--- config.mk ---
export PLATFORM = sky130hd
export DESIGN_NAME = iro_top
export DESIGN_NICKNAME = d
export VERILOG_FILES = /design/src/hw/iro_pkg.sv /design/src/hw/iro_filt_if.sv /design/src/hw/iro_sync.sv /design/src/hw/iro_filter.sv /design/src/hw/iro_top.sv
export VERILOG_INCLUDE_DIRS = /design/src /design/src/hw
export SDC_FILE = /design/constraint.sdc
export NUM_CORES = 1
export LEC_CHECK = 0
export ABC_AREA = 1
export BUFFER_PORTS_ARGS = -buffer_cell sky130_fd_sc_hd__buf_2
export CAP_MARGIN = 10
export CELL_PAD_IN_SITES_DETAIL_PLACEMENT = 0
export CELL_PAD_IN_SITES_GLOBAL_PLACEMENT = 2
export CORE_ASPECT_RATIO = 2
export CORE_MARGIN = 8
export CORE_UTILIZATION = 30
export DETAILED_ROUTE_END_ITERATION = 10
export GPL_TIMING_DRIVEN = 0
export PLACE_DENSITY = 0.74
export REMOVE_ABC_BUFFERS = 1
export SYNTH_ARGS = -nofsm -noshare
export SYNTH_HDL_FRONTEND = slang
export SYNTH_SLANG_ARGS = --single-unit
--- constraint.sdc ---
create_clock -name clk -period 1.5 [get_ports clk]
set_input_delay 0.15 -clock clk [delete_from_list [all_inputs] [get_ports clk]]
set_output_delay 0.15 -clock clk [all_outputs]
set_load 0.02 [all_outputs]
--- src/hw/iro_defines.svh ---
// Register offsets, field positions, reset values and timing counts.
`ifndef IRO_DEFINES_SVH
`define IRO_DEFINES_SVH
// Byte offsets of the word-wide register slots inside the block.
`define IRO_OFF_RELAY     8'h00
`define IRO_OFF_INPUT     8'h04
`define IRO_OFF_FILT      8'h08
`define IRO_OFF_SWITCH    8'h0c
`define IRO_OFF_IRQ_CTRL  8'h10
`define IRO_OFF_IRQ_STAT  8'h14
`define IRO_OFF_IRQ_CLR   8'h18
`define IRO_OFF_DEV_ID    8'h1c
// Size of the decoded block: sixteen slots of one word each.
`define IRO_BLOCK_BYTES   8'h40
// Field positions.
`define IRO_FILT_EN_BIT   0
`define IRO_IRQ_EN_BIT    0
`define IRO_IRQ_PEND_BIT  0
`define IRO_IRQ_CHG_LSB   8
// Reset values.
`define IRO_RELAY_RST     8'h00
`define IRO_FILT_EN_RST   1'b0
`define IRO_IRQ_EN_RST    1'b0
`define IRO_CHG_RST       8'h00
// Filter time constant in milliseconds and the clock rate in kHz.
`define IRO_FILT_TIME_MS  5
`define IRO_CLK_KHZ       250000
`define IRO_FILT_CYCLES   (`IRO_FILT_TIME_MS * `IRO_CLK_KHZ)
// Width of a filter counter; it must hold the cycle count above.
`define IRO_CNT_W         21
`endif

--- src/hw/iro_pkg.sv ---
// Types shared by the isolated input and relay output block.
`include "iro_defines.svh"
package iro_pkg;
   typedef logic [7:0]            iro_chan_t;  // One bit per channel.
   typedef logic [`IRO_CNT_W-1:0] iro_cnt_t;   // Filter counter.
   // Bus slave phases.
   typedef enum logic {IRO_BUS_IDLE, IRO_BUS_ACCESS} iro_bus_t;
   // State of a two-stage synchroniser.
   typedef struct packed {
      iro_chan_t s1;
      iro_chan_t s2;
   } iro_sync_st_t;
   // State of the filter bank.
   typedef struct packed {
      iro_cnt_t [7:0] cnt;
      iro_chan_t      lvl;
   } iro_filt_st_t;
   // State of the register block.
   typedef struct packed {
      iro_bus_t    bus;
      iro_chan_t   relay;
      logic        filt_en;
      logic        irq_en;
      iro_chan_t   prev;
      iro_chan_t   chg;
      logic [31:0] prdata;
      logic        pready;
      logic        pslverr;
      logic        int_n;
   } iro_top_st_t;
endpackage : iro_pkg

--- src/hw/iro_filt_if.sv ---
`timescale 1ns/1ps
// Carrier between the register block and the input filter bank.
interface iro_filt_if;
   import iro_pkg::*;
   iro_chan_t raw;  // Synchronised input levels.
   iro_chan_t en;   // Per-channel filter enables.
   iro_chan_t lvl;  // Filtered levels.
   modport ctl (output raw, output en, input lvl);
   modport flt (input raw, input en, output lvl);
endinterface : iro_filt_if

--- src/hw/iro_sync.sv ---
`timescale 1ns/1ps
// Two-stage synchroniser for eight asynchronous pin levels.
module iro_sync import iro_pkg::*; (
   input  wire logic      clk,
   input  wire logic      nrst,
   input  wire iro_chan_t d,
   output iro_chan_t      q
);
   iro_sync_st_t st_q;  // Registered state.
   iro_sync_st_t st_d;  // Next state.

   // The first stage feeds only the second stage.
   always_comb begin
      st_d    = st_q;
      st_d.s1 = d;
      st_d.s2 = st_q.s1;
   end

   // Both stages clear under reset.
   always_ff @(posedge clk) begin
      if (!nrst) begin
         st_q <= '0;
      end else begin
         st_q <= st_d;
      end
   end

   assign q = st_q.s2;
endmodule : iro_sync

--- src/hw/iro_filter.sv ---
`timescale 1ns/1ps
// Bank of eight integrating input filters.
module iro_filter import iro_pkg::*; #(
   parameter iro_cnt_t FILT_CYCLES = iro_cnt_t'(`IRO_FILT_CYCLES)
) (
   input  wire logic clk,
   input  wire logic nrst,
   iro_filt_if.flt   f
);
   iro_filt_st_t st_q;  // Registered state.
   iro_filt_st_t st_d;  // Next state.

   // An enabled channel changes only after its input has differed for the full
   // time constant, so short AC gaps never reach the output.
   always_comb begin
      st_d = st_q;
      for (int i = 0; i < 8; i++) begin
         if (!f.en[i]) begin
            // Unfiltered: follow the input directly.
            st_d.lvl[i] = f.raw[i];
            st_d.cnt[i] = '0;
         end else if (f.raw[i] == st_q.lvl[i]) begin
            // Agreement restarts the count.
            st_d.cnt[i] = '0;
         end else if (st_q.cnt[i] == FILT_CYCLES - iro_cnt_t'(1)) begin
            // Disagreement has lasted the time constant.
            st_d.lvl[i] = f.raw[i];
            st_d.cnt[i] = '0;
         end else begin
            st_d.cnt[i] = st_q.cnt[i] + iro_cnt_t'(1);
         end
      end
   end

   // All counters and levels clear under reset.
   always_ff @(posedge clk) begin
      if (!nrst) begin
         st_q <= '0;
      end else begin
         st_q <= st_d;
      end
   end

   assign f.lvl = st_q.lvl;
endmodule : iro_filter

--- src/hw/iro_top.sv ---
// Chosen here: the APB slave port and the placing of the registers.
`timescale 1ns/1ps
// Isolated input and relay output block with its APB register file.
//
// Summary of operation
// - Decode sixteen word slots from bus base.
// - Five millisecond filter ahead of input register.
// - Filtered AC input reads as steady level.
// - Reset turns software filter enable off.
// - One write switches all eight filters; clearing it leaves channels with a switch bit set filtered.
// - Software reads back the filter enable.
// - Switch bits enable filters per channel.
// - Any input change raises enabled interrupt.
// - AC signal loss counts as change.
// - Interrupt disabled after power-on.
// - Enable, disable, clear, read interrupt status.
// - Interrupt reaches host only while enabled.
// - Reset turns all relays off.
// - Relays hold written latched bits.
// - Software reads back relay states.
// - Fixed layout; only identifier differs.
//
// All registers but the interrupt status, whose change bits sit at 15:8,
// are one byte of data in the low bits of an aligned word; the upper bits read as zero. Accesses outside the block or off
// word alignment answer with pslverr and change nothing.
`include "iro_defines.svh"
module iro_top import iro_pkg::*; #(
   // Filter time constant in clock cycles; shorten it for simulation.
   parameter iro_cnt_t  FILT_CYCLES = iro_cnt_t'(`IRO_FILT_CYCLES),
   // Device identifier; the value is arbitrary.
   parameter iro_chan_t DEV_ID      = 8'h5a
) (
   input  wire logic        clk,
   input  wire logic        nrst,
   input  wire logic        psel,
   input  wire logic        penable,
   input  wire logic        pwrite,
   input  wire logic [7:0]  paddr,
   input  wire logic [31:0] pwdata,
   input  wire logic [3:0]  pstrb,
   output logic [31:0]      prdata,
   output logic             pready,
   output logic             pslverr,
   input  wire iro_chan_t   iso_in,
   input  wire iro_chan_t   filt_sw,
   output iro_chan_t        relay_on,
   output logic             int_a_n
);

   // Input levels after two flip-flops.
   iro_chan_t   iso_sync;
   // Switch settings after two flip-flops.
   iro_chan_t   sw_sync;
   // Registered state of the register block.
   iro_top_st_t st_q;
   // Next state of the register block.
   iro_top_st_t st_d;
   // Address lies inside the block on a word boundary.
   logic        addr_ok;
   // A setup cycle is on the bus.
   logic        setup;
   // The access phase completes at this edge.
   logic        done;
   // A write takes effect at this edge.
   logic        wr;
   // Data byte of the write.
   iro_chan_t   wbyte;
   // Channels whose filtered level changed at this edge.
   iro_chan_t   edges;
   // Pending changes that software clears at this edge.
   iro_chan_t   clr;
   // Read value chosen by the address.
   logic [31:0] rd_val;

   // Carrier to the filter bank.
   iro_filt_if fif ();

   // The input pins cross into the clock domain first.
   iro_sync u_sync_in (
      .clk  (clk),
      .nrst (nrst),
      .d    (iso_in),
      .q    (iso_sync)
   );

   // The switch settings cross into the clock domain as well.
   iro_sync u_sync_sw (
      .clk  (clk),
      .nrst (nrst),
      .d    (filt_sw),
      .q    (sw_sync)
   );

   // The filter bank sits between the synchronised pins and the input
   // register, so every reader sees the same filtered value.
   iro_filter #(
      .FILT_CYCLES (FILT_CYCLES)
   ) u_filter (
      .clk  (clk),
      .nrst (nrst),
      .f    (fif.flt)
   );

   // The filter bank sees the synchronised pins.
   assign fif.raw = iso_sync;
   // A channel filters when software enables the group or its switch
   // bit is set; the two controls are independent.
   assign fif.en  = {8{st_q.filt_en}} | sw_sync;

   // Address checks: inside the sixteen slots and word aligned.
   assign addr_ok = (paddr < `IRO_BLOCK_BYTES)
                    && (paddr[1:0] == 2'b00);
   // A setup cycle has psel high and penable low.
   assign setup   = psel && !penable;
   // The access ends at the edge where pready is seen high.
   assign done    = psel && penable && st_q.pready;
   // Only a completed, error-free write to byte lane zero takes effect.
   assign wr      = done && pwrite && !st_q.pslverr && pstrb[0];
   // Register data sit in the low byte.
   assign wbyte   = pwdata[7:0];

   // Edges of the filtered inputs; either direction counts, and for a
   // filtered AC input the loss of signal shows as a falling edge.
   assign edges = fif.lvl ^ st_q.prev;

   // Writing any value to the clear slot drops every pending change.
   assign clr = (wr && (paddr == `IRO_OFF_IRQ_CLR))
                ? 8'hff : 8'h00;

   // Read multiplexer; unused slots read as zero.
   always_comb begin
      rd_val = 32'h0000_0000;
      case (paddr)
         // Relay latches read back as written.
         `IRO_OFF_RELAY: begin
            rd_val[7:0] = st_q.relay;
         end
         // Filtered input levels.
         `IRO_OFF_INPUT: begin
            rd_val[7:0] = fif.lvl;
         end
         // Group filter enable as software left it.
         `IRO_OFF_FILT: begin
            rd_val[`IRO_FILT_EN_BIT] = st_q.filt_en;
         end
         // Current switch settings.
         `IRO_OFF_SWITCH: begin
            rd_val[7:0] = sw_sync;
         end
         // Interrupt enable.
         `IRO_OFF_IRQ_CTRL: begin
            rd_val[`IRO_IRQ_EN_BIT] = st_q.irq_en;
         end
         // Pending flag and the channels that changed.
         `IRO_OFF_IRQ_STAT: begin
            rd_val[`IRO_IRQ_PEND_BIT] = |st_q.chg;
            rd_val[`IRO_IRQ_CHG_LSB +: 8] = st_q.chg;
         end
         // Identifier; the only slot that differs between versions.
         `IRO_OFF_DEV_ID: begin
            rd_val[7:0] = DEV_ID;
         end
         // Every other slot reads as zero.
         default: begin
            rd_val = 32'h0000_0000;
         end
      endcase
   end

   // Next state of the register block.
   always_comb begin
      st_d = st_q;

      // The bus slave answers every access after one access cycle.
      case (st_q.bus)
         // Waiting for a setup cycle.
         IRO_BUS_IDLE: begin
            if (setup) begin
               st_d.bus     = IRO_BUS_ACCESS;
               st_d.pready  = 1'b1;
               st_d.pslverr = !addr_ok;
               st_d.prdata  = (addr_ok && !pwrite) ? rd_val
                                                   : 32'h0000_0000;
            end
         end
         // Access phase with pready already high.
         IRO_BUS_ACCESS: begin
            if (done) begin
               st_d.pready  = 1'b0;
               st_d.pslverr = 1'b0;
               st_d.prdata  = 32'h0000_0000;
               st_d.bus     = IRO_BUS_IDLE;
            end else if (!psel) begin
               // The master abandoned the transfer.
               st_d.pready  = 1'b0;
               st_d.pslverr = 1'b0;
               st_d.prdata  = 32'h0000_0000;
               st_d.bus     = IRO_BUS_IDLE;
            end
         end
         // An unknown phase returns to idle.
         default: begin
            st_d.bus    = IRO_BUS_IDLE;
            st_d.pready = 1'b0;
         end
      endcase

      // A relay write latches all eight bits until the next write.
      if (wr && (paddr == `IRO_OFF_RELAY)) begin
         st_d.relay = wbyte;
      end

      // Setting the group filter enable filters all channels at once; clearing it leaves channels with a switch bit set filtered.
      if (wr && (paddr == `IRO_OFF_FILT)) begin
         st_d.filt_en = wbyte[`IRO_FILT_EN_BIT];
      end

      // Software enables or disables the interrupt here.
      if (wr && (paddr == `IRO_OFF_IRQ_CTRL)) begin
         st_d.irq_en = wbyte[`IRO_IRQ_EN_BIT];
      end

      // Track the filtered levels for the edge detector.
      st_d.prev = fif.lvl;

      // Changes latch only while the interrupt is enabled, so enabling
      // it does not fire on history. A change arriving in the cycle of a
      // clear survives it.
      st_d.chg = (st_q.chg & ~clr)
                 | (st_q.irq_en ? edges : 8'h00);

      // The host line is low only while enabled and a change pends.
      st_d.int_n = !(st_d.irq_en && (|st_d.chg));
   end

   // Reset leaves relays off, filters and interrupt disabled and the
   // bus idle.
   always_ff @(posedge clk) begin
      if (!nrst) begin
         st_q.bus     <= IRO_BUS_IDLE;
         st_q.relay   <= `IRO_RELAY_RST;
         st_q.filt_en <= `IRO_FILT_EN_RST;
         st_q.irq_en  <= `IRO_IRQ_EN_RST;
         st_q.prev    <= 8'h00;
         st_q.chg     <= `IRO_CHG_RST;
         st_q.prdata  <= 32'h0000_0000;
         st_q.pready  <= 1'b0;
         st_q.pslverr <= 1'b0;
         st_q.int_n   <= 1'b1;
      end else begin
         st_q <= st_d;
      end
   end

   // Every output comes straight from the state register.
   assign prdata   = st_q.prdata;
   assign pready   = st_q.pready;
   assign pslverr  = st_q.pslverr;
   assign relay_on = st_q.relay;
   assign int_a_n  = st_q.int_n;

endmodule : iro_top

==> impl_metrics.prom, run 1 <==
# TYPE chip_impl_metric gauge
chip_impl_info{name="status",value="finished, violations left"} 1
chip_impl_info{name="violations",value="setup timing"} 1
chip_impl_metric{name="synth_top_area_frac",unit=""} 0.426
chip_impl_metric{name="netlist_area",unit="sq mm"} 0.0119
chip_impl_metric{name="route.vias.total",unit=""} 10930
chip_impl_metric{name="endpoint_required_time_on_the_critical_path",unit="ns"} 1.93
chip_impl_metric{name="dp_cells",unit=""} 2186
chip_impl_metric{name="ys_ff_latch",unit=""} 254
chip_impl_metric{name="initial_antenna_violation_count",unit=""} 1
chip_impl_metric{name="drc",unit=""} 0
chip_impl_metric{name="ioPinCount",unit=""} 108
chip_impl_metric{name="async_flop_share",unit=""} 0
chip_impl_metric{name="worstPathArrival",unit="ns"} 1.93
chip_impl_metric{name="ir_worst_vdd",unit="uV"} 880
chip_impl_info{name="crit_slowest_cell",value="dfxtp_4"} 1
chip_impl_metric{name="total_wirelength",unit="mm"} 35.7
chip_impl_metric{name="delay_contributed_by_the_slowest_stage_of_the_critical_path",unit="ns"} 0.36
chip_impl_metric{name="placementRows",unit=""} 103
chip_impl_metric{name="path_buf_inv",unit=""} 0
chip_impl_metric{name="area_growth",unit="%"} 30.4
chip_impl_metric{name="hpwl",unit="mm"} 24.2
chip_impl_metric{name="cts_sinks",unit=""} 254
chip_impl_metric{name="cts_buffers",unit=""} 26
chip_impl_metric{name="clock-skew-final",unit="ns"} 0.0243
chip_impl_metric{name="slew_violations",unit=""} 0
chip_impl_metric{name="fmax",unit="MHz"} 666
chip_impl_metric{name="maximum_number_of_pins_on_one_net_before_global_route_repair",unit=""} 40
chip_impl_metric{name="antenna_diode_instance_count",unit=""} 0
chip_impl_metric{name="yosysWarningCount",unit=""} 0
chip_impl_info{name="layout_commonest_cell",value="nand2_1"} 1
chip_impl_metric{name="finalHoldViolCount",unit=""} 0
chip_impl_metric{name="drive_above_1_share",unit=""} 0.263
chip_impl_metric{name="detailedRoute.firstIterationViolations",unit=""} 350
chip_impl_info{name="hold_class",value="input port to flop"} 1
chip_impl_metric{name="postSynthCellCount",unit=""} 1651
chip_impl_metric{name="syn-mean-instance-area",unit="sq um"} 7.23
chip_impl_metric{name="worst_skew_pair.late_latency",unit="ns"} 0.56
chip_impl_metric{name="floorplan_die_area",unit="sq mm"} 0.0468
chip_impl_metric{name="clock_input_transition_at_the_sequential_cells_of_the_worst_setup_and_hold_paths",unit="ns"} 0.06
chip_impl_metric{name="worst-slew-pin-transition",unit="ns"} 0.610
chip_impl_metric{name="timing.slew.headroom",unit=""} 0.592
chip_impl_metric{name="critPathMaxFanout",unit=""} 6
chip_impl_metric{name="yosysSeqAreaShare",unit=""} 0.426
chip_impl_metric{name="initial_core_utilization",unit=""} 0.303
chip_impl_metric{name="io_buffers",unit=""} 64
chip_impl_metric{name="core_area",unit="sq mm"} 0.0394
chip_impl_metric{name="avgRoutedWirePerCell",unit="um"} 15.3
chip_impl_info{name="most-common-layout-cells",value="nand2_1, nor2_1, dfxtp_1"} 1
chip_impl_metric{name="dr.pass1.iters",unit=""} 5
chip_impl_metric{name="final.setup.worst_slack",unit="ns"} -0.00217
chip_impl_metric{name="die-height",unit="um"} 298
chip_impl_info{name="category_of_cells_accounting_for_the_largest_share_of_critical_path_delay",value="simple AND/OR/NAND/NOR gates"} 1
chip_impl_metric{name="post_drt_via_cell_ratio",unit=""} 4.68
chip_impl_info{name="postSynth.topFlopCell",value="dfxtp_1"} 1
chip_impl_metric{name="fin_cells",unit=""} 2337
chip_impl_info{name="yosys.area.top_type",value="dfxtp_1"} 1
chip_impl_metric{name="track_usage",unit=""} 0.149
chip_impl_info{name="crit_chain",value="ha_4 > nand3_4 > nor4_4 > nand3_4 > nand3_4 > nor2_1"} 1
chip_impl_metric{name="grt_pass1_wl",unit="mm"} 56.0
chip_impl_metric{name="post_synth_num_cell_types",unit=""} 40
chip_impl_info{name="setup_crit_end_kind",value="flop"} 1
chip_impl_metric{name="period_minus_slack",unit="ns"} 1.50
chip_impl_metric{name="cap_violations",unit=""} 0
chip_impl_metric{name="final.period_utilization",unit=""} 1.00
chip_impl_metric{name="drtAntennaViolNets",unit=""} 0
chip_impl_metric{name="number_of_global_route_vias_before_repair",unit=""} 10969
chip_impl_metric{name="number_of_enable_flip_flop_cells_after_synthesis",unit=""} 0
chip_impl_metric{name="leakage_dissipation",unit="nW"} 5.56
chip_impl_metric{name="fp.dieW",unit="um"} 157
chip_impl_metric{name="total_congestion_overflow",unit=""} 0
chip_impl_info{name="cts_tree",value="built"} 1
chip_impl_metric{name="totalNegativeSetupSlack",unit="ns"} -0.00217
chip_impl_info{name="critPathMostFrequentCell",value="nand3_4"} 1
chip_impl_metric{name="nets",unit=""} 1865
chip_impl_info{name="rsz0062_at_grt",value="yes"} 1
chip_impl_metric{name="cts-root-to-sink-buffers",unit=""} 3
chip_impl_info{name="clockRootBuffer",value="clkbuf_16"} 1
chip_impl_metric{name="finalSetupViolations",unit=""} 1
chip_impl_metric{name="power-per-cell-area",unit="mW/mm^2"} 894
chip_impl_info{name="timing.setup.critical_path_class",value="flop to flop"} 1
chip_impl_info{name="crit_path_start_kind",value="flop"} 1
chip_impl_info{name="synthTopCellsByArea",value="dfxtp_1, nand2_1, nor2_1, inv_1, a21oi_1"} 1
chip_impl_metric{name="place_congestion",unit=""} 0.788
chip_impl_metric{name="ctsHtreeMaxLevel",unit=""} 1
[synthesized netlist by cell type, types with 2 or more instances]
cell type / number
xnor2_1: 22
o21ai_2: 2
nand3_1: 97
dfxtp_1: 254
clkbuf_1: 11
o21ai_0: 37
a21oi_1: 111
nand3b_1: 13
or2_0: 9
inv_1: 184
xor2_1: 56
ha_1: 8
nand3_4: 2
nand4_1: 42
nand2_1: 344
a31oi_1: 3
inv_2: 4
or2_2: 20
buf_2: 15
nor2_2: 16
nor2_4: 7
nor3_2: 8
nor3b_1: 4
nand2_2: 4
nor2_1: 241
nor3_1: 65
buf_4: 43
nor4_1: 10
nand3_2: 8
[kinds of logic (layout without fill, tap and decap cells)]
| group | Yosys count | after routing | synth area share |
|---|---|---|---|
| fa+ha+maj | 8 | 8 | 0.00838 |
| flops | 254 | 254 | 0.426 |
| buf+inv | 259 | 385 | 0.0966 |
| compound gates | 155 | 155 | 0.0673 |
| other cells | 1 | 16 | 0.000314 |
| xor+xnor | 78 | 78 | 0.0572 |
| simple gates | 896 | 916 | 0.344 |
[power by group]
group	switching, mW	internal (mW)	total, mW
sequential	0.0597	6.79	6.85
clock	2.84	3.72	6.56
combinational	0.325	0.197	0.522
total	3.22	10.7	13.9
[timing repair]
action,in CTS,in global routing
gates cloned,16,4
endpoints found under the hold margin,30,0
buffers inserted,25,31
endpoints found under the setup margin,198,190
hold buffers,27,0
pin swaps,29,49
resized for setup,149,171
[metal layers]
layer  global-route usage  part of all wire
met1                0.143              0.36
met2                0.299              0.56
met3               0.0226             0.036
met4               0.0654             0.039
met5                    0           0.00034
[tightest hold or removal path: cells and delay by family]
| family | cells | cell delay, ns |
|---|---|---|
| and+or+nand+nor | 1 | 0.11 |
| buffers and inverters | 2 | 0.30 |
[worst paths after layout]
| kind | start | to | slack, ns | cells past startpoint |
|---|---|---|---|---|
| worst max-delay path | u_filter.st_q[8] | u_filter.st_q[23] | -0.002 | 6 |
| worst max register to register | u_filter.st_q[8] | u_filter.st_q[23] | -0.002 | 6 |
| worst min register to register | u_sync_sw.st_d[3] | u_sync_sw.q[3] | 0.40 | 2 |
| worst min-delay path | nrst | u_sync_sw.q[1] | 0.05 | 3 |
[registers in the layout (all words and copies together), names as in the netlist]
name and cells:
int_a_n 1, prdata 16, pready 1, pslverr 1
relay_on 8, st_q 19, u_filter.f.lvl 8, u_filter.st_q 168
u_sync_in.q 8, u_sync_in.st_d 8, u_sync_sw.q 8, u_sync_sw.st_d 8
[cell type report]
class / count / area [sq um]
clock buffer: 39 / 769
multi-input combinational: 1173 / 7050
tap: 525 / 657
clock inverter: 9 / 81.3
fill: 4213 / 23900
timing repair buffer: 148 / 1100
inverter: 189 / 719
sequential: 254 / 5200
[per-stage QoR]
stage	setup WS (ns)	power (mW)	cell area (sq um)	utilization	hold slack [ns]
after floorplan	-0.139	7.19	11600	-	0.243
after CTS	-0.0528	14.2	14700	0.372	0.0326
after detailed placement	-0.916	7.36	12500	0.318	0.333
after global routing	-0.0777	14.5	15600	0.395	0.0835
final	-0.00217	13.9	15600	0.395	0.0543
after global placement	-1.49	7.35	12500	0.318	0.335
Power figures use the tool's default switching activity.
==> run 2: changes to the inputs <==
==> constraint.sdc (replaced) <==
create_clock -name clk -period 1.2 [get_ports clk]
set_input_delay 0.12 -clock clk [delete_from_list [all_inputs] [get_ports clk]]
set_output_delay 0.12 -clock clk [all_outputs]
set_load 0.02 [all_outputs]
==> run 2 against run 1 <==
Effect of this change: the flow still finishes with violations (setup timing); cell count increased by 3.9%; first-iteration DRC count decreased by 8.6%; maximum frequency shrank 1.4%; non-clock buffer count grew 87; clock skew grew 0.0055 ns; clock power up 25%; combinational power increased by 46%; critical path type unchanged; critical path depth grew 1.
==> impl_metrics.prom, run 2 (synthesized netlist as in run 1, its figures left out) <==
# TYPE chip_impl_metric gauge
chip_impl_metric{name="total_wirelength",unit="mm"} 38.1
chip_impl_info{name="setup_crit_end_kind",value="flop"} 1
chip_impl_metric{name="total_power",unit="mW"} 17.4
chip_impl_metric{name="drtAntennaViolNets",unit=""} 0
chip_impl_info{name="hold_class",value="input port to flop"} 1
chip_impl_metric{name="leakage_dissipation",unit="nW"} 6.60
chip_impl_metric{name="fmax",unit="MHz"} 657
chip_impl_info{name="crit_slowest_cell",value="dfxtp_4"} 1
chip_impl_metric{name="antenna_diode_instance_count",unit=""} 0
chip_impl_metric{name="core_area",unit="sq mm"} 0.0394
chip_impl_metric{name="fp.dieW",unit="um"} 157
chip_impl_metric{name="final.setup.worst_slack",unit="ns"} -0.323
chip_impl_info{name="violations",value="setup timing"} 1
chip_impl_metric{name="timing.critical_path.depth",unit=""} 7
chip_impl_metric{name="path_buf_inv",unit=""} 1
chip_impl_metric{name="ir_worst_vdd",unit="uV"} 1030
chip_impl_metric{name="grt_pass1_wl",unit="mm"} 60.7
chip_impl_info{name="worstHoldStart",value="penable"} 1
chip_impl_metric{name="delay_contributed_by_the_slowest_stage_of_the_critical_path",unit="ns"} 0.36
chip_impl_info{name="cts_tree",value="built"} 1
chip_impl_metric{name="critPathMaxFanout",unit=""} 3
chip_impl_metric{name="drive_above_1_share",unit=""} 0.443
chip_impl_info{name="most-common-layout-cells",value="nand2_1, nor2_1, inv_1"} 1
chip_impl_metric{name="largest_register_ffs",unit=""} 168
chip_impl_metric{name="floorplan_die_area",unit="sq mm"} 0.0468
chip_impl_metric{name="initial_core_utilization",unit=""} 0.303
chip_impl_info{name="status",value="finished, violations left"} 1
chip_impl_metric{name="io_buffers",unit=""} 64
chip_impl_info{name="layout_commonest_cell",value="nand2_1"} 1
chip_impl_metric{name="cap_violations",unit=""} 0
chip_impl_metric{name="cts_sinks",unit=""} 254
chip_impl_metric{name="hpwl",unit="mm"} 24.2
chip_impl_info{name="hold_path_end",value="st_q[61]"} 1
chip_impl_metric{name="period_minus_slack",unit="ns"} 1.52
chip_impl_metric{name="worstHoldPathCells",unit=""} 4
chip_impl_metric{name="avgRoutedWirePerCell",unit="um"} 15.7
chip_impl_metric{name="ctsHtreeMaxLevel",unit=""} 1
chip_impl_metric{name="slew_violations",unit=""} 0
chip_impl_metric{name="cts_buffers",unit=""} 26
chip_impl_metric{name="clock-skew-final",unit="ns"} 0.0298
chip_impl_metric{name="final.period_utilization",unit=""} 1.27
chip_impl_metric{name="detailedRoute.firstIterationViolations",unit=""} 320
chip_impl_info{name="clockRootBuffer",value="clkbuf_16"} 1
chip_impl_metric{name="cts-root-to-sink-buffers",unit=""} 3
chip_impl_metric{name="area_growth",unit="%"} 48.7
chip_impl_metric{name="nets",unit=""} 1956
chip_impl_info{name="rsz0062_at_grt",value="yes"} 1
chip_impl_info{name="category_of_cells_accounting_for_the_largest_share_of_critical_path_delay",value="simple AND/OR/NAND/NOR gates"} 1
chip_impl_info{name="top_regs",value="u_filter.st_q x168, st_q x19, prdata x16"} 1
chip_impl_metric{name="finalHoldViolCount",unit=""} 0
chip_impl_metric{name="total_congestion_overflow",unit=""} 0
chip_impl_metric{name="endpoint_required_time_on_the_critical_path",unit="ns"} 1.69
chip_impl_metric{name="route.vias.total",unit=""} 11478
chip_impl_metric{name="maximum_number_of_pins_on_one_net_before_global_route_repair",unit=""} 40
chip_impl_info{name="regToRegStartpoint",value="u_filter.st_q[155]"} 1
chip_impl_metric{name="place_congestion",unit=""} 0.788
chip_impl_info{name="timing.setup.critical_path_class",value="flop to flop"} 1
chip_impl_metric{name="totalNegativeSetupSlack",unit="ns"} -33.77
chip_impl_metric{name="track_usage",unit=""} 0.161
chip_impl_metric{name="ff2ff_path_depth",unit=""} 7
chip_impl_metric{name="die-height",unit="um"} 298
chip_impl_info{name="crit_path_start_kind",value="flop"} 1
chip_impl_metric{name="r2r_setup_slack",unit="ns"} -0.32
chip_impl_metric{name="worst_skew_pair.late_latency",unit="ns"} 0.56
chip_impl_metric{name="post_drt_via_cell_ratio",unit=""} 4.73
chip_impl_metric{name="power-per-cell-area",unit="mW/mm^2"} 983
chip_impl_metric{name="worstPathArrival",unit="ns"} 2.01
chip_impl_metric{name="number_of_global_route_vias_before_repair",unit=""} 11972
chip_impl_info{name="crit_chain",value="ha_4 > nand3_4 > nor3_4 > buf_6 > nand2_4 > or2_0 > a21oi_1"} 1
chip_impl_metric{name="ioPinCount",unit=""} 108
chip_impl_metric{name="drc",unit=""} 0
chip_impl_metric{name="dr.pass1.iters",unit=""} 4
chip_impl_metric{name="clock_input_transition_at_the_sequential_cells_of_the_worst_setup_and_hold_paths",unit="ns"} 0.06
chip_impl_metric{name="postCtsHoldBufs",unit=""} 27
chip_impl_info{name="max_flop_register",value="u_filter.st_q"} 1
chip_impl_metric{name="initial_antenna_violation_count",unit=""} 1
chip_impl_info{name="regToRegEndpoint",value="u_filter.st_q[167]"} 1
chip_impl_metric{name="finalSetupViolations",unit=""} 206
chip_impl_metric{name="placementRows",unit=""} 103
[run 2: changes by cell type in the layout (fill, tap and decap cells not counted), sizes merged]
cell    delta
nand2      +1
nand3      +3
buf       +87
clkinv     -1
inv        +1
[run 2: worst min-delay path: cells and delay by family]
kind                   cells  cell delay [ns]
AND/OR/NAND/NOR            2             0.21
buffers and inverters      1             0.12
AO/OA/AOI/OAI              1             0.07
[run 2: layer usage]
metal  routed length, um  part of all wire  vias up  track usage
met5                  12           0.00032        -            0
met4                1600             0.042        2       0.0697
met3                1270             0.033       95       0.0226
met2               21800              0.57      187        0.325
met1               13400              0.35     5435        0.154
li1                    -                 -     5759            -
[run 2: where the power goes]
group	total (mW)	internal, mW	switching [mW]
sequential	8.47	8.40	0.0739
clock	8.21	4.65	3.56
combinational	0.764	0.300	0.463
[run 2: cell type report]
cell class / count / area [sq um]
inverter: 189 / 733
clock inverter: 9 / 81.3
sequential: 254 / 5390
clock buffer: 39 / 769
fill: 4015 / 21700
multi-input combinational: 1177 / 8150
tap: 525 / 657
timing repair buffer: 235 / 1980
[run 2: worst max-delay path by stage]
| stage | start | end |
|---|---|---|
| global placement | nrst | pslverr |
| global route | u_filter.st_q[155] | u_filter.st_q[167] |
| CTS | u_filter.st_q[9] | u_filter.st_q[19] |
| detailed placement | u_filter.st_q[8] | u_filter.st_q[23] |
| finish | u_filter.st_q[155] | u_filter.st_q[167] |
| floorplan | u_filter.st_q[113] | u_filter.st_q[125] |
[run 2: through the flow]
step	utilization	hold slack [ns]	cell area [sq um]	std cells	worst slack, ns
after floorplan	-	0.213	11600	1596	-0.439
after CTS	0.423	-0.000372	16700	2394	-0.331
after global placement	0.318	0.305	12500	2185	-1.76
final	0.450	0.00104	17800	2428	-0.323
after detailed placement	0.318	0.303	12500	2186	-1.22
after global routing	0.450	0.0147	17800	2428	-0.426
[run 2: what timing repair did]
item	4_1_cts	5_1_grt
setup buffers	109	38
endpoints found under the hold margin	27	1
pin swaps	141	114
cloned	24	0
resized for setup	526	262
endpoints found under the setup margin	239	227
==> run 3: changes to the inputs <==
--- a/config.mk
+++ b/config.mk
@@ -14,8 +14,9 @@
 export CORE_ASPECT_RATIO = 2
 export CORE_MARGIN = 8
 export CORE_UTILIZATION = 30
+export CTS_CLUSTER_DIAMETER = 50
 export DETAILED_ROUTE_END_ITERATION = 10
-export GPL_TIMING_DRIVEN = 0
+export GPL_TIMING_DRIVEN = 1
 export PLACE_DENSITY = 0.74
 export REMOVE_ABC_BUFFERS = 1
 export SYNTH_ARGS = -nofsm -noshare
==> run 3 against run 2 <==
Effect of this change: the run ends with hold timing, setup timing left; first-iteration DRC count increased by 5.0%; maximum frequency shrank 0.11%; sequential cell count stayed put; critical path type unchanged.
==> impl_metrics.prom, run 3 (synthesized netlist as in run 1, its figures left out) <==
# TYPE chip_impl_metric gauge
chip_impl_info{name="status",value="finished, violations left"} 1
chip_impl_info{name="violations",value="hold timing, setup timing"} 1
chip_impl_metric{name="die-height",unit="um"} 298
chip_impl_metric{name="fp.dieW",unit="um"} 157
chip_impl_metric{name="clock-skew-final",unit="ns"} 0.0298
chip_impl_info{name="regToRegEndpoint",value="u_filter.st_q[126]"} 1
chip_impl_info{name="setup.worst_path.end",value="u_filter.st_q[126]"} 1
chip_impl_metric{name="cts_sinks",unit=""} 254
chip_impl_metric{name="largest_register_ffs",unit=""} 168
chip_impl_metric{name="critPathMaxFanout",unit=""} 6
chip_impl_metric{name="antenna_diode_instance_count",unit=""} 0
chip_impl_metric{name="route.vias.total",unit=""} 12393
chip_impl_info{name="crit_slowest_cell",value="dfxtp_2"} 1
chip_impl_info{name="rsz0062_at_grt",value="yes"} 1
chip_impl_metric{name="postLayoutCellArea",unit="sq mm"} 0.0200
chip_impl_metric{name="hpwl",unit="mm"} 26.9
chip_impl_metric{name="ioPinCount",unit=""} 108
chip_impl_metric{name="drc",unit=""} 0
chip_impl_info{name="setup.worst_path.start",value="u_filter.st_q[114]"} 1
chip_impl_metric{name="cap_violations",unit=""} 0
chip_impl_metric{name="fin_worst_hold_slack",unit="ns"} -0.0166
chip_impl_info{name="timing.setup.critical_path_class",value="flop to flop"} 1
chip_impl_info{name="hold_class",value="input port to flop"} 1
chip_impl_metric{name="worstPathArrival",unit="ns"} 1.95
chip_impl_metric{name="placed_cell_area",unit="sq mm"} 0.0154
chip_impl_metric{name="drtAntennaViolNets",unit=""} 0
chip_impl_metric{name="grt_pass1_wl",unit="mm"} 61.6
chip_impl_metric{name="fmax",unit="MHz"} 656
chip_impl_metric{name="r2r_setup_slack",unit="ns"} -0.32
chip_impl_metric{name="final.setup.worst_slack",unit="ns"} -0.325
chip_impl_metric{name="slew_violations",unit=""} 0
chip_impl_metric{name="maximum_number_of_pins_on_one_net_before_global_route_repair",unit=""} 22
chip_impl_metric{name="number_of_global_route_vias_before_repair",unit=""} 12895
chip_impl_info{name="layout_commonest_cell",value="buf_4"} 1
chip_impl_metric{name="initial_antenna_violation_count",unit=""} 3
chip_impl_metric{name="ir_worst_vdd",unit="uV"} 1120
chip_impl_metric{name="track_usage",unit=""} 0.162
chip_impl_metric{name="fill_cells",unit=""} 3885
chip_impl_metric{name="dr.pass1.iters",unit=""} 4
chip_impl_metric{name="ctsHtreeMaxLevel",unit=""} 1
chip_impl_metric{name="cts_buffers",unit=""} 27
chip_impl_metric{name="final.period_utilization",unit=""} 1.27
chip_impl_metric{name="total_power",unit="mW"} 17.8
chip_impl_metric{name="place_congestion",unit=""} 0.820
chip_impl_metric{name="placementRows",unit=""} 103
chip_impl_metric{name="initial_core_utilization",unit=""} 0.303
chip_impl_metric{name="avgRoutedWirePerCell",unit="um"} 14.5
chip_impl_metric{name="period_minus_slack",unit="ns"} 1.52
chip_impl_metric{name="dp_cells",unit=""} 2549
chip_impl_metric{name="clock_input_transition_at_the_sequential_cells_of_the_worst_setup_and_hold_paths",unit="ns"} 0.06
chip_impl_info{name="regToRegStartpoint",value="u_filter.st_q[114]"} 1
chip_impl_metric{name="delay_contributed_by_the_slowest_stage_of_the_critical_path",unit="ns"} 0.35
chip_impl_metric{name="finalSetupViolations",unit=""} 208
chip_impl_metric{name="endpoint_required_time_on_the_critical_path",unit="ns"} 1.63
chip_impl_info{name="crit_chain",value="ha_4 > nand2_2 > inv_2 > nand2_2 > nor2_2 > nand4_1 > nand3_4 > buf_12 > buf_12 > nor3_1"} 1
chip_impl_info{name="setup_crit_end_kind",value="flop"} 1
chip_impl_info{name="clockRootBuffer",value="clkbuf_16"} 1
chip_impl_metric{name="drive_above_1_share",unit=""} 0.502
chip_impl_info{name="max_flop_register",value="u_filter.st_q"} 1
chip_impl_metric{name="floorplan_die_area",unit="sq mm"} 0.0468
chip_impl_metric{name="power-per-cell-area",unit="mW/mm^2"} 889
chip_impl_metric{name="core_area",unit="sq mm"} 0.0394
chip_impl_metric{name="post_drt_via_cell_ratio",unit=""} 4.54
chip_impl_info{name="cts_tree",value="built"} 1
chip_impl_metric{name="total_wirelength",unit="mm"} 39.5
chip_impl_metric{name="cts-root-to-sink-buffers",unit=""} 3
chip_impl_metric{name="leakage_dissipation",unit="nW"} 8.12
chip_impl_metric{name="area_growth",unit="%"} 67.7
chip_impl_metric{name="nets",unit=""} 2259
chip_impl_metric{name="finalHoldViolCount",unit=""} 1
chip_impl_metric{name="worst_skew_pair.late_latency",unit="ns"} 0.57
chip_impl_metric{name="total_congestion_overflow",unit=""} 0
chip_impl_metric{name="fin_cells",unit=""} 2730
chip_impl_info{name="crit_path_start_kind",value="flop"} 1
chip_impl_info{name="top_regs",value="u_filter.st_q x168, st_q x19, prdata x16"} 1
chip_impl_metric{name="worstHoldPathCells",unit=""} 4
chip_impl_metric{name="detailedRoute.firstIterationViolations",unit=""} 336
chip_impl_metric{name="ff2ff_path_depth",unit=""} 10
chip_impl_metric{name="io_buffers",unit=""} 64
chip_impl_info{name="most-common-layout-cells",value="buf_4, nand2_1, inv_1"} 1
run 3: cell types whose count changed in the layout (fill, tap and decap cells not counted), moves of 9 or more:
cell | previous run | this run
a21oi_1 | 29 | 39
buf_4 | 123 | 412
buf_6 | 40 | 51
dfxtp_1 | 119 | 160
dfxtp_4 | 53 | 16
nand2_1 | 271 | 287
nand2_4 | 32 | 19
nand3_4 | 44 | 18
nor2_1 | 173 | 134
nor2_2 | 55 | 79
nor2_4 | 36 | 51
nor3_1 | 15 | 24
run 3: where the power goes:
| part | switching [mW] | total, mW | internal [mW] |
|---|---|---|---|
| logic | 0.458 | 0.876 | 0.418 |
| clock network | 3.56 | 8.38 | 4.82 |
| registers | 0.0517 | 8.53 | 8.48 |
run 3: worst min path at each step:
stage / start / to / slack (ns)
6_report: penable / st_q[61] / -0.02
5_1_grt: penable / st_q[61] / 0.01
4_1_cts: psel / prdata[0] / 0.03
3_5_place_dp: filt_sw[2] / u_sync_sw.st_d[2] / 0.31
3_3_place_gp: iso_in[6] / u_sync_in.st_d[6] / 0.31
2_1_floorplan: nrst / u_sync_in.q[0] / 0.21
run 3: what timing repair did:
item,4_1_cts,5_1_grt
endpoints found under the setup margin,231,224
pin swaps,64,98
buffers inserted,72,34
hold buffers,29,0
gates cloned,15,7
resized for setup,366,351
hold endpoints to repair,33,0
run 3: cell type report:
cell class | count | area [sq um] | share of cell area
Tap cell | 525 | 657 | 0.0328
Multi-Input combinational cell | 1153 | 7700 | 0.385
Timing Repair Buffer | 561 | 4840 | 0.242
Inverter | 189 | 717 | 0.0358
Clock inverter | 9 | 105 | 0.00525
Clock buffer | 39 | 761 | 0.0380
Sequential cell | 254 | 5240 | 0.262
run 3: through the flow:
step	setup slack, ns	hold slack (ns)	utilization	TNS [ns]
6_report	-0.325	-0.0166	0.508	-43.77
3_5_place_dp	-0.392	0.308	0.391	-56.75
4_1_cts	-0.296	0.0284	0.474	-46.32
5_1_grt	-0.419	0.0149	0.508	-60.52
3_3_place_gp	-0.366	0.307	0.391	-49.21
2_1_floorplan	-0.439	0.213	-	-58.29
run 3: critical path: cells and delay by family, from the launching register on:
kind	cells	cell delay, ns
fa+ha+maj	1	0.14
buf+inv	3	0.32
flops	1	0.35
simple gates	6	0.59
run 3: per-layer routing:
layer / vias up / GRT usage / share of wire / wire (um)
met2: 174 / 0.330 / 0.58 / 22800
li1: 6292 / - / - / -
met1: 5844 / 0.153 / 0.35 / 14000
met5: - / 0 / 0.00058 / 23
met4: 4 / 0.0686 / 0.033 / 1310
met3: 79 / 0.0236 / 0.033 / 1290
